**src/verilog/ctc_pkg.sv**
```systemverilog
// Purpose: Shared constants and types for the cyclic timer channel
// Assumes: One 100 MHz clock, events are one-cycle pulses
// Notes: Channel index map: 0-7 physical, 8-15 virtual, 16-19 logic,
//   20-23 timer
`default_nettype none
package ctc_pkg;
  // Clock and seconds tick
  localparam int unsigned CLK_PERIOD_NS = 10;
  localparam int unsigned TICK_PERIOD_S = 1;
  localparam int unsigned TICK_CYCLES =
    (TICK_PERIOD_S * 1000000000) / CLK_PERIOD_NS;

  // Field widths and limits
  localparam int unsigned DUR_W = 15;
  localparam int unsigned CYC_W = 8;
  localparam int unsigned SEL_W = 5;
  localparam logic [DUR_W-1:0] DUR_MAX = 15'h7530;
  localparam logic [CYC_W-1:0] CYC_NONE = 8'h00;

  // Trigger sources
  localparam int unsigned NUM_PHYS = 8;
  localparam int unsigned NUM_VIRT = 8;
  localparam int unsigned NUM_LOGIC = 4;
  localparam int unsigned NUM_TIMER = 4;
  localparam int unsigned NUM_SRC =
    NUM_PHYS + NUM_VIRT + NUM_LOGIC + NUM_TIMER;

  // Reset values
  localparam logic [DUR_W-1:0] SEC_RST = 15'h0000;
  localparam logic [CYC_W-1:0] CNT_RST = 8'h00;

  // Control pair choice
  typedef enum logic
  {
    PAIR_PRESS = 1'b0,
    PAIR_EDGE = 1'b1
  } ctc_pair_e;

  typedef enum logic [1:0]
  {
    ST_IDLE = 2'b00,
    ST_ON = 2'b01,
    ST_OFF = 2'b10
  } ctc_state_e;

  // One channel's event set
  typedef struct packed
  {
    logic shortPress;
    logic longPress;
    logic rise;
    logic fall;
  } ctc_evt_s;

  // Static configuration
  typedef struct packed
  {
    logic [DUR_W-1:0] onTime;
    logic [DUR_W-1:0] offTime;
    logic [CYC_W-1:0] cycleLimit;
    ctc_pair_e pairSel;
    logic [SEL_W-1:0] trigSel;
    logic autoStart;
    logic longAtEnd;
  } ctc_cfg_s;
endpackage
`default_nettype wire

```
**src/verilog/ctc_sec_tick.sv**
```systemverilog
// Purpose: Seconds tick divider for the timer channel
// Assumes: Clear realigns the tick phase
// Notes: Pulse lasts one cycle, every TICK_CYCLES cycles
`default_nettype none
module ctc_sec_tick #(
  parameter int unsigned TICK_CYCLES = ctc_pkg::TICK_CYCLES
)
(
  // Clock and reset
  input wire logic mclk,
  input wire logic arst_n,
  // Control
  input wire logic clr,
  output logic tick
);
  generate
    if (TICK_CYCLES < 2)
    begin
      $error("TICK_CYCLES must be at least 2");
    end
  endgenerate

  typedef struct packed
  {
    logic [31:0] cnt;
    logic tick;
  } ctc_tick_s;

  ctc_tick_s st_ff;
  ctc_tick_s nxt_st;

  always_comb
  begin
    nxt_st = st_ff;
    nxt_st.tick = 1'b0;
    if (clr)
    begin
      nxt_st.cnt = 32'h0000_0000;
    end
    else if (st_ff.cnt == TICK_CYCLES - 1)
    begin
      // Period counted from a clear, so a phase lasts whole seconds
      nxt_st.cnt = 32'h0000_0000;
      nxt_st.tick = 1'b1;
    end
    else
    begin
      nxt_st.cnt = st_ff.cnt + 32'h0000_0001;
    end
  end

  always_ff @(posedge mclk or negedge arst_n)
  begin
    if (!arst_n)
    begin
      st_ff <= '0;
    end
    else
    begin
      st_ff <= nxt_st;
    end
  end

  assign tick = st_ff.tick;
endmodule
`default_nettype wire

```
**src/verilog/ctc_timer_channel.sv**
```systemverilog
// Purpose: Cyclic timer channel with ON/OFF phases and channel events
// Assumes: Trigger events come from same-clock logic as one-cycle pulses
// Notes: Reset release stands for bus recovery
`default_nettype none
module ctc_timer_channel #(
  parameter int unsigned TICK_CYCLES = ctc_pkg::TICK_CYCLES
)
(
  // Clock and reset
  input wire logic mclk,
  input wire logic arst_n,
  // Configuration
  input wire ctc_pkg::ctc_cfg_s cfg,
  // Trigger channel events, index per source map
  input wire ctc_pkg::ctc_evt_s [ctc_pkg::NUM_SRC-1:0] srcEvt,
  // Channel outputs
  output ctc_pkg::ctc_evt_s chanEvt,
  output logic chanState,
  output logic timerEnabled,
  output logic [ctc_pkg::CYC_W-1:0] cycleCount
);
  generate
    if (TICK_CYCLES < 2)
    begin
      $error("TICK_CYCLES must be at least 2");
    end
    if (ctc_pkg::NUM_SRC > (1 << ctc_pkg::SEL_W))
    begin
      $error("Source select too narrow for the source map");
    end
  endgenerate

  typedef struct packed
  {
    ctc_pkg::ctc_state_e state;
    logic [ctc_pkg::DUR_W-1:0] secCnt;
    logic [ctc_pkg::CYC_W-1:0] cycCnt;
    logic booted;
    logic chanOn;
    logic enabled;
    ctc_pkg::ctc_evt_s evt;
  } ctc_main_s;

  ctc_main_s st_ff;
  ctc_main_s nxt_st;
  ctc_pkg::ctc_evt_s selEvt;
  logic startEvt;
  logic stopEvt;
  logic tick;
  logic tickClr;
  logic [ctc_pkg::DUR_W-1:0] onLen;
  logic [ctc_pkg::DUR_W-1:0] offLen;
  logic [ctc_pkg::CYC_W-1:0] cycNext;

  // Values above the range act as the maximum
  function automatic logic [ctc_pkg::DUR_W-1:0] clampDur(
    input logic [ctc_pkg::DUR_W-1:0] d
  );
    clampDur = (d > ctc_pkg::DUR_MAX) ? ctc_pkg::DUR_MAX : d;
  endfunction

  // Phase over once elapsed seconds reach its length
  function automatic logic phaseDone(
    input logic [ctc_pkg::DUR_W-1:0] cnt,
    input logic [ctc_pkg::DUR_W-1:0] len
  );
    phaseDone = (cnt >= len);
  endfunction

  assign onLen = clampDur(cfg.onTime);
  assign offLen = clampDur(cfg.offTime);
  assign cycNext = st_ff.cycCnt + ctc_pkg::CYC_W'(1);

  // Only the chosen source is looked at
  always_comb
  begin
    selEvt = '0;
    if (cfg.trigSel < ctc_pkg::SEL_W'(ctc_pkg::NUM_SRC))
    begin
      selEvt = srcEvt[cfg.trigSel];
    end
  end

  // Pair choice maps the source events onto start and stop
  always_comb
  begin
    if (cfg.pairSel == ctc_pkg::PAIR_EDGE)
    begin
      startEvt = selEvt.rise;
      stopEvt = selEvt.fall;
    end
    else
    begin
      startEvt = selEvt.shortPress;
      stopEvt = selEvt.longPress;
    end
  end

  // Tick phase restarts with every phase so a phase is whole seconds
  assign tickClr = (st_ff.state == ctc_pkg::ST_IDLE) ||
                   (nxt_st.state != st_ff.state) ||
                   (nxt_st.secCnt == ctc_pkg::SEC_RST &&
                    st_ff.secCnt != ctc_pkg::SEC_RST);

  ctc_sec_tick #(
    .TICK_CYCLES(TICK_CYCLES)
  ) u_tick (
    .mclk(mclk),
    .arst_n(arst_n),
    .clr(tickClr),
    .tick(tick)
  );

  always_comb
  begin
    nxt_st = st_ff;
    nxt_st.evt = '0;
    nxt_st.booted = 1'b1;
    case (st_ff.state)
      ctc_pkg::ST_IDLE:
      begin
        // First cycle after release decides autostart
        if ((!st_ff.booted && cfg.autoStart) || startEvt)
        begin
          nxt_st.state = ctc_pkg::ST_ON;
          nxt_st.secCnt = ctc_pkg::SEC_RST;
          nxt_st.cycCnt = ctc_pkg::CNT_RST;
          nxt_st.evt.shortPress = 1'b1;
          nxt_st.evt.rise = 1'b1;
        end
      end
      ctc_pkg::ST_ON:
      begin
        if (stopEvt)
        begin
          nxt_st.state = ctc_pkg::ST_IDLE;
          nxt_st.evt.fall = 1'b1;
        end
        else if (phaseDone(st_ff.secCnt, onLen))
        begin
          nxt_st.state = ctc_pkg::ST_OFF;
          nxt_st.secCnt = ctc_pkg::SEC_RST;
          nxt_st.evt.fall = 1'b1;
        end
        else if (tick)
        begin
          nxt_st.secCnt = st_ff.secCnt + ctc_pkg::DUR_W'(1);
        end
      end
      ctc_pkg::ST_OFF:
      begin
        if (stopEvt)
        begin
          // Already low, so no edge event on this stop
          nxt_st.state = ctc_pkg::ST_IDLE;
        end
        else if (phaseDone(st_ff.secCnt, offLen))
        begin
          nxt_st.secCnt = ctc_pkg::SEC_RST;
          nxt_st.cycCnt = cycNext;
          if (cfg.cycleLimit != ctc_pkg::CYC_NONE &&
              cycNext == cfg.cycleLimit)
          begin
            nxt_st.state = ctc_pkg::ST_IDLE;
            nxt_st.evt.longPress = cfg.longAtEnd;
          end
          else
          begin
            // Counter wraps when running forever
            nxt_st.state = ctc_pkg::ST_ON;
            nxt_st.evt.shortPress = 1'b1;
            nxt_st.evt.rise = 1'b1;
          end
        end
        else if (tick)
        begin
          nxt_st.secCnt = st_ff.secCnt + ctc_pkg::DUR_W'(1);
        end
      end
      default:
      begin
        nxt_st.state = ctc_pkg::ST_IDLE;
      end
    endcase
    // Levels kept in flip-flops so outputs carry no decode glitches
    nxt_st.chanOn = (nxt_st.state == ctc_pkg::ST_ON);
    nxt_st.enabled = (nxt_st.state != ctc_pkg::ST_IDLE);
  end

  always_ff @(posedge mclk or negedge arst_n)
  begin
    if (!arst_n)
    begin
      st_ff <= '0;
    end
    else
    begin
      st_ff <= nxt_st;
    end
  end

  assign chanEvt = st_ff.evt;
  assign chanState = st_ff.chanOn;
  assign timerEnabled = st_ff.enabled;
  assign cycleCount = st_ff.cycCnt;
endmodule
`default_nettype wire

```
**config.mk**
```make
export PLATFORM = sky130hd
export DESIGN_NAME = ctc_timer_channel
export DESIGN_NICKNAME = d
export VERILOG_FILES = /design/src/verilog/ctc_pkg.sv /design/src/verilog/ctc_sec_tick.sv /design/src/verilog/ctc_timer_channel.sv
export SDC_FILE = /design/constraint.sdc
export NUM_CORES = 1
export LEC_CHECK = 0
export ABC_AREA = 1
export BUFFER_PORTS_ARGS = -buffer_cell sky130_fd_sc_hd__buf_2
export CORE_MARGIN = 1.5
export CORE_UTILIZATION = 47
export CTS_CLUSTER_DIAMETER = 100
export DETAILED_ROUTE_END_ITERATION = 10
export GPL_TIMING_DRIVEN = 0
export HOLD_SLACK_MARGIN = 0.02
export PLACE_DENSITY = 0.8
export SKIP_CTS_REPAIR_TIMING = 1
export SLEW_MARGIN = 10
export SYNTH_ARGS = -nofsm -noshare
export SYNTH_HDL_FRONTEND = slang
export SYNTH_SLANG_ARGS = --single-unit
```
**constraint.sdc**
```tcl
create_clock -name mclk -period 2.6 [get_ports mclk]
set_input_delay 0.52 -clock mclk [delete_from_list [all_inputs] [get_ports mclk]]
set_output_delay 0.52 -clock mclk [all_outputs]
set_load 0.1 [all_outputs]
```
==> results by stage, run 1 <==
Outcome:
- The run finished, with violations left.
- The checks that failed: setup timing.

Layout:
- The final core utilization is 0.669.
- The filler cells instantiated in the layout total 1099.
- The area growth from synthesis to layout is 39.4%.
- The number of nets in the finished design is between 1000 and 1500.
- The area of the multi-input gates is ~4800 sq um.
- The layout cell share with drive strength beyond 1 is 0.313.
- The repair_antennas step left the layout with diodes totalling 0.
- The finished layout holds 1413 standard cells, fillers aside.
- Summing all flip-flop and latch instances after layout gives 1600 sq um.

Clocking:
- The cell at the root of the clock tree is clkbuf_16.
- TritonCTS built the clock tree.
- The register clock-pin slew on the reported worst setup and hold paths is around 60 ps.
- The number of clock buffers added by TritonCTS is 9.
- CTS built an H-tree with a depth of 3.
- The clock insertion delay at the later pin of the skew report is 330 ps.
- CTS saw 64 sinks.
- The number of buffers on the longest clock path is 2.

Drt:
- For this block, wires on met1 add up to 8780 um.
- The wire length after detailed routing is around 22000 um.
- After the first detailed-routing iteration, the DRC count stood at 702.
- The detailed-routed wire length on met3 is 1610 um.
- In the detailed route, the total length drawn on met2 is 10700 um.
- The length of the first detailed-routing pass in iterations is 6.
- The highest metal layer with signal wires is met4.
- The DRC violations left is 0.
- The per-cell routed wire length is 15.3 um.
- Summing over every cut layer, the via total after detailed routing is approximately 7900.
- Using the TritonRoute via totals, the vias-per-cell ratio works out to between 5 and 6.
- The post-route antenna net violation count is 0.

Worst setup path:
- For the worst flop-to-flop path, the logic depth is 19.
- The worst setup path is captured at a flop.
- STA puts the critical path data arrival time at 3870 ps.
- The worst setup path is launched from an input pin.
- The required time reported for the critical path endpoint is 2860 ps.
- In this run the critical register-to-register path is launched from st_ff[16]$_DFF_PN0_.
- Across all register-to-register paths, the minimum setup slack is -540 ps.
- The worst setup path is of the input pin to flop kind.
- The endpoint of the worst-slack reg-to-reg timing path is u_tick.st_ff[30]$_DFF_PN0_.
- Of all nets on the critical path, the largest fanout is 7.

STA:
- The upper clock frequency limit is 0.278 GHz.
- Setup repair after global routing could not meet its margin everywhere.
- Dividing the final minimum period by the clock period gives 1.39.
- At the pin with the least slew margin, the transition time is 790 ps.
- The setup violation total in the final timing report is about 60.
- The final hold violation count is 0.
- For the finished layout, the period the worst path requires is 3600 ps.
- The worst-case clock skew is 7.71 ps.
- The normalized max-slew margin is 0.474.
- The final number of max-transition violations was 0.
- The post-route worst setup slack is -1000 ps.
- Final hold analysis gives a worst-case slack of around 270 ps.

Power:
- The power per standard cell area is 742 nW/um^2.
- The total leakage power is ~4.5 nW.
- IR analysis of the VDD net gives a maximum drop of 0.452 mV.

Floorplanning:
- The die area is roughly 14000 sq um.
- Measured along the y axis, the die boundary spans between 100 and 150 um.
- The initial standard-cell utilization of the core is 0.480.
- The placeable core area is roughly 13000 sq um.
- The die width is between 100 and 150 um.
- The number of I/O pins is 158.
- The floorplan has 42 rows.

Yosys:
- Ranked by instance count, the synthesized netlist is headed by 294 x nand2_1, 179 x nand3_1, 125 x nor2_1, 121 x inv_1, 64 x dfrtp_1.
- For this run, the register share of the synthesized area comes to 0.252.
- For this run, the number of Yosys warnings is 0.
- Of the post-synthesis cell area, the dominant cell type holds 0.252.
- The largest total area in the synthesized netlist belongs to dfrtp_1.
- In this run the cell area of the synthesized design comes to 6360 sq um.
- The share of flip-flops with an asynchronous set or reset after synthesis is 1.00.
- The post-synthesis register bit count is between 60 and 70.
- The cell with the most instances after synthesis is nand2_1.
- In this run, synthesis inferred 0 flip-flops with an integrated enable.
- Counting distinct cell types in the post-synthesis netlist gives 37.
- After technology mapping, the gate count stands at 1039.
- Ranked by total cell area, the synthesized netlist is headed by dfrtp_1 25%, nand2_1 17%, nand3_1 14%.
- A synthesized cell averages between 6 and 7 sq um.
- The main flop type after synthesis is dfrtp_1.
- Counting every net in the synthesized netlist gives 1217.

Min path:
- The tightest min-delay check is of the input pin to asynchronous set/reset pin type.

Placed design:
- The final HPWL from detailed placement is 14700 um.
- The final weighted congestion in routability-driven placement is slightly above 1.
- Once placement completed, the tool counted placed cells totaling 1371.
- The worst-case setup slack after placement is -1390 ps.
- The count of buffers added on input and output ports is ~160.

Global routing:
- The wire length of the first global-routing pass is approximately 32000 um.
- Across every metal layer, demand over resource in global routing totals 0.268.
- The initial antenna violation count is 0.
- The largest net degree at the start of global routing is 65.
- The number of global-route vias before repair was 6976.
- For this run the aggregate overflow at the end of global routing stands at 0.

Run:
- Across the run, the number of max-cap violations was 0.
[cell families after synthesis]
logic type / Yosys count / share of synthesized area
AO/OA/AOI/OAI: 59 / 0.0518
XOR/XNOR: 32 / 0.0441
adder cells (fa/ha/maj): 34 / 0.0669
buffers and inverters: 169 / 0.118
flip-flops: 64 / 0.252
other: 1 / 0.000590
AND/OR/NAND/NOR: 680 / 0.467
[cells in the final DEF, fill, tap and decap left out, drive strengths merged, types with 4 or more instances in the layout]
cell type / Yosys / routed
nor4: 10 / 10
inv: 123 / 123
buf: 35 / 216
nor2: 125 / 125
nand4: 31 / 31
clkbuf: 11 / 21
o22ai: 5 / 5
a21oi: 20 / 20
nand3b: 4 / 4
o21ai: 24 / 24
xnor2: 6 / 6
nand2: 297 / 297
nor3: 26 / 26
dfrtp: 64 / 64
nand3: 180 / 180
xor2: 26 / 26
ha: 34 / 34
[power by group]
group          internal, mW  switching, mW  total (mW)
clock                 0.938          0.469        1.41
combinational          1.50           2.30        3.80
sequential             1.12          0.244        1.37
total                  3.56           3.01        6.58
[worst max-delay path by stage]
stage	from	to	slack [ps]	cells past startpoint
after floorplan	cfg[16]	u_tick.st_ff[10]$_DFF_PN0_	-670	27
after global placement	cfg[16]	u_tick.st_ff[3]$_DFF_PN0_	-1290	28
after detailed placement	cfg[16]	u_tick.st_ff[14]$_DFF_PN0_	-1390	28
after CTS	cfg[16]	u_tick.st_ff[17]$_DFF_PN0_	-1080	28
after global routing	cfg[16]	u_tick.st_ff[30]$_DFF_PN0_	-1210	27
final	cfg[16]	u_tick.st_ff[8]$_DFF_PN0_	-1000	27
[per-stage QoR]
step,TNS [ps],area (sq um),power [mW]
2_1_floorplan,-26570,6440,3.10
3_3_place_gp,-62690,7440,3.78
3_5_place_dp,-67670,7440,3.83
4_1_cts,-47800,7790,5.25
5_1_grt,-57690,8860,6.91
6_report,-45540,8860,6.58
[state kept, by name (all words and copies together) (netlist names)]
signal,count
chanEvt,3
chanState,1
cycleCount,8
st_ff,18
timerEnabled,1
u_tick.st_ff,32
u_tick.tick,1
[area by class of cell]
class / count / area share
multi-input combinational: 806 / 0.538
sequential: 64 / 0.181
timing repair buffer: 182 / 0.127
inverter: 123 / 0.0524
buffer: 46 / 0.0378
clock buffer: 9 / 0.0254
tap: 176 / 0.0248
clock inverter: 7 / 0.0136
[critical path: stages]
cell and delay, ps:
buf_8 100, nor4_4 260, o31ai_2 90, a21oi_1 160, nor2_1 70, o21ai_2 210
buf_6 170, nand2_4 50, ha_4 230, a21o_1 160, nor2_1 120, nand2_1 90
nand2_2 90, nand2_2 70, nor2_4 240, clkbuf_16 210, nand2_2 50, nand3_2 80
nand3_2 60, nand3_2 150, nor2_2 50, nand2_1 90, nor2_2 50, nand2_2 110
nand2_8 110, clkbuf_16 190, nor2_1 80
[routing by layer]
layer	global-route usage	up-vias
met3	0.0426	64
li1	-	3778
met1	0.338	3616
met2	0.475	393
met5	0	-
met4	0.0692	0
Power figures use the tool's default switching activity.
==> run 2, diff against run 1 <==
- REMOVE_ABC_BUFFERS: default -> 1
==> results by stage, run 2 (synthesized netlist as in run 1, its figures left out) <==
Run:
- The number of maximum-capacitance constraint violations is 0.

Drt:
- In the routed layout, each cell is associated on average with a via count of around 5.6.
- The detail route stage leaves a number of antenna-violating nets equal to 0.
- The DRC violations left is 0.
- After detailed routing, the average wire length per cell comes to 15.0 um.
- For this block, the initial DRC count from the detailed router was between 900 and 1000.
- Before antenna repair, the detailed router went through 6 iterations.
- The routed design has 20500 um of wire.
- The routed layout has 7662 vias.

STA:
- Of the available clock period, the critical path in the final layout requires 1.41.
- The actual transition at the worst max-transition pin is 1120 ps.
- Across all setup checks in the final design, the least slack found is -1060 ps.
- In the final timing run, aggregate negative setup slack is -49400 ps.
- The final number of max-transition violations is 0.
- The setup violation total in the final timing report is 62.
- The final hold violation count is 0.
- The normalized max-slew margin is 0.250.
- Setup repair after global routing could not meet its margin everywhere.
- Static timing analysis puts the maximum clock frequency at 0.273 GHz.
- The worst-case clock skew is 7.93 ps.
- The minimum clock period after layout is 3660 ps.

Worst setup path:
- The kind of start point of the critical path is an input pin.
- The launch point of the worst reg-to-reg path is st_ff[30]$_DFF_PN0_.
- For the worst setup path, the data required time is 2820 ps.
- The arrival time of the worst setup path is about 3900 ps.
- The setup check on the worst reg-to-reg path leaves a slack of -640 ps.
- The largest fanout on the critical path is 8.
- The type of the setup path with the least slack is input pin to flop.
- STA classifies the critical path endpoint as a flop.
- The cell count of the worst reg-to-reg path is 12.
- The worst register-to-register path ends at u_tick.st_ff[24]$_DFF_PN0_.

Power:
- The power per standard cell area is 703 nW/um^2.
- In this run the static leakage power is 4.23 nW.
- The switching power total is just under 3 mW.
- The clock network fraction of total power is 0.192.
- The fraction of power consumed by combinational cells is 0.574.
- Of the total power, the share spent switching nets is 0.495.
- The internal power of the cells totals about 3.0 mW.
- The sequential fraction of design power is 0.234.
- VDD sags by at most 0.344 mV.

Clocking:
- The number of buffers on the longest clock path is 2.
- The clock tree from TritonCTS is yes.
- The register clock-pin slew on the reported worst setup and hold paths is 60 ps.
- The clock buffer count from CTS is 9.
- The clock drives 64 sinks.
- The clock insertion delay at the later pin of the skew report is 340 ps.
- The number of levels the H-tree was split into is 3.
- The cell at the root of the clock tree is clkbuf_16.

Layout:
- The final cell count without fillers is about 1400.
- The most frequent standard cell in the layout excluding fill and tap cells is nand2_1.
- After routing the design area is 8380 sq um.
- The area growth from synthesis to layout is 31.8%.
- The number of nets in the finished design is 1365.
- In the layout the commonest cells are 272 x nand2_1, 152 x nand3_1, 152 x buf_2.
- Ranked by flip-flop count, first place goes to u_tick.st_ff.
- The layout cell share with drive strength beyond 1 is 0.278.
- The register with the most flip-flops in the layout has 32 of them.
- The count of filler cells inserted in the layout is 1143.

Global routing:
- The first global-routing pass estimated 29600 um of wire.
- For this run, the total global-route usage over all layers was measured as 0.251.
- The number of global-route vias before repair is about 6500.
- The initial antenna violation count is 1.
- The final global-route overflow total is 0.
- The largest net degree at the start of global routing is between 60 and 70.

Floorplanning:
- The initial standard-cell utilization of the core is 0.480.
- The cell row count is 42.
- The height of the chip is between 100 and 150 um.
- The die covers 14200 sq um.
- In this run the horizontal extent of the chip is 119 um.
- Pin placement for this block handled 158 I/O pins.
- In this run the standard cell core region covers 13200 sq um.

Placed design:
- The number of cells in the design after placement is ~1300.
- The count of buffers from port buffering is 157.
- The worst-case setup slack after placement is -2510 ps.
- Detailed placement finished with a half-perimeter wire length of 13400 um.
- The congestion estimate from routability-driven global placement came to around 0.95.
- The placed instances occupy a cell area of roughly 7100 sq um.

Min path:
- The worst min-delay path category is input pin to asynchronous set/reset pin.

Outcome:
- The final reports fail on setup timing.
- The run finished, with violations left.
run 2: per-stage QoR:
stage / util / total power [mW] / hold WS (ps)
floorplan: - / 2.89 / 224
global placement: 0.534 / 3.54 / 532
detailed placement: 0.535 / 3.58 / 541
CTS: 0.556 / 4.72 / 308
global route: 0.633 / 6.22 / 354
finish: 0.633 / 5.89 / 278
run 2: per-layer routing:
layer / vias up / share of wire / track usage
met2: 416 / 0.48 / 0.423
met5: - / 0 / 0
li1: 3689 / - / -
met1: 3488 / 0.40 / 0.326
met4: 0 / 0.032 / 0.0915
met3: 69 / 0.086 / 0.0378
run 2: power by group through the flow:
| stage | Combinational, mW | Sequential [mW] | Clock, mW |
|---|---|---|---|
| 2_1_floorplan | 1.35 | 1.54 | 0 |
| 3_3_place_gp | 2.19 | 1.35 | 0 |
| 3_5_place_dp | 2.23 | 1.35 | 0 |
| 4_1_cts | 2.24 | 1.33 | 1.14 |
| 5_1_grt | 3.65 | 1.38 | 1.19 |
| 6_report | 3.38 | 1.37 | 1.13 |
run 2: worst max-delay path by stage:
stage               startpoint                         end  slack (ps)  cells after the start
floorplan              cfg[16]  u_tick.st_ff[10]$_DFF_PN0_       -1350                     23
global placement       cfg[16]  u_tick.st_ff[32]$_DFF_PN0_       -2450                     24
detailed placement     cfg[16]  u_tick.st_ff[26]$_DFF_PN0_       -2510                     24
CTS                    cfg[16]  u_tick.st_ff[23]$_DFF_PN0_       -2180                     24
global route           cfg[19]  u_tick.st_ff[24]$_DFF_PN0_       -1280                     28
finish                 cfg[19]  u_tick.st_ff[24]$_DFF_PN0_       -1060                     28
run 2: cell type report:
type	count	area, sq um	share of cell area
multi-input cells	810	4760	0.568
flip-flops and latches	64	1600	0.191
repair buffers	178	1020	0.122
inverters	123	475	0.0568
clock buffers	10	239	0.0285
well taps	176	220	0.0263
clock inverters	6	43.8	0.00523
repair inverters	1	7.51	0.000896
diodes	1	2.50	0.000299
run 2: critical path: stages:
cell	delay, ps
buf_6	100
nor4_4	250
o31ai_1	110
a21oi_1	190
nor2_2	80
o21ai_4	280
buf_6	180
nand2_2	60
ha_4	260
nand2_1	50
nor2_1	130
nand2_1	90
nand2_1	70
nand2_2	60
nand2_2	90
nor2_4	70
buf_12	140
nand2_2	50
nand3_2	60
nand3_1	80
nand2_1	70
nor2_2	190
nand3_2	120
nor2_4	120
nand2_4	90
buf_12	160
nand2_8	130
nor2_2	60
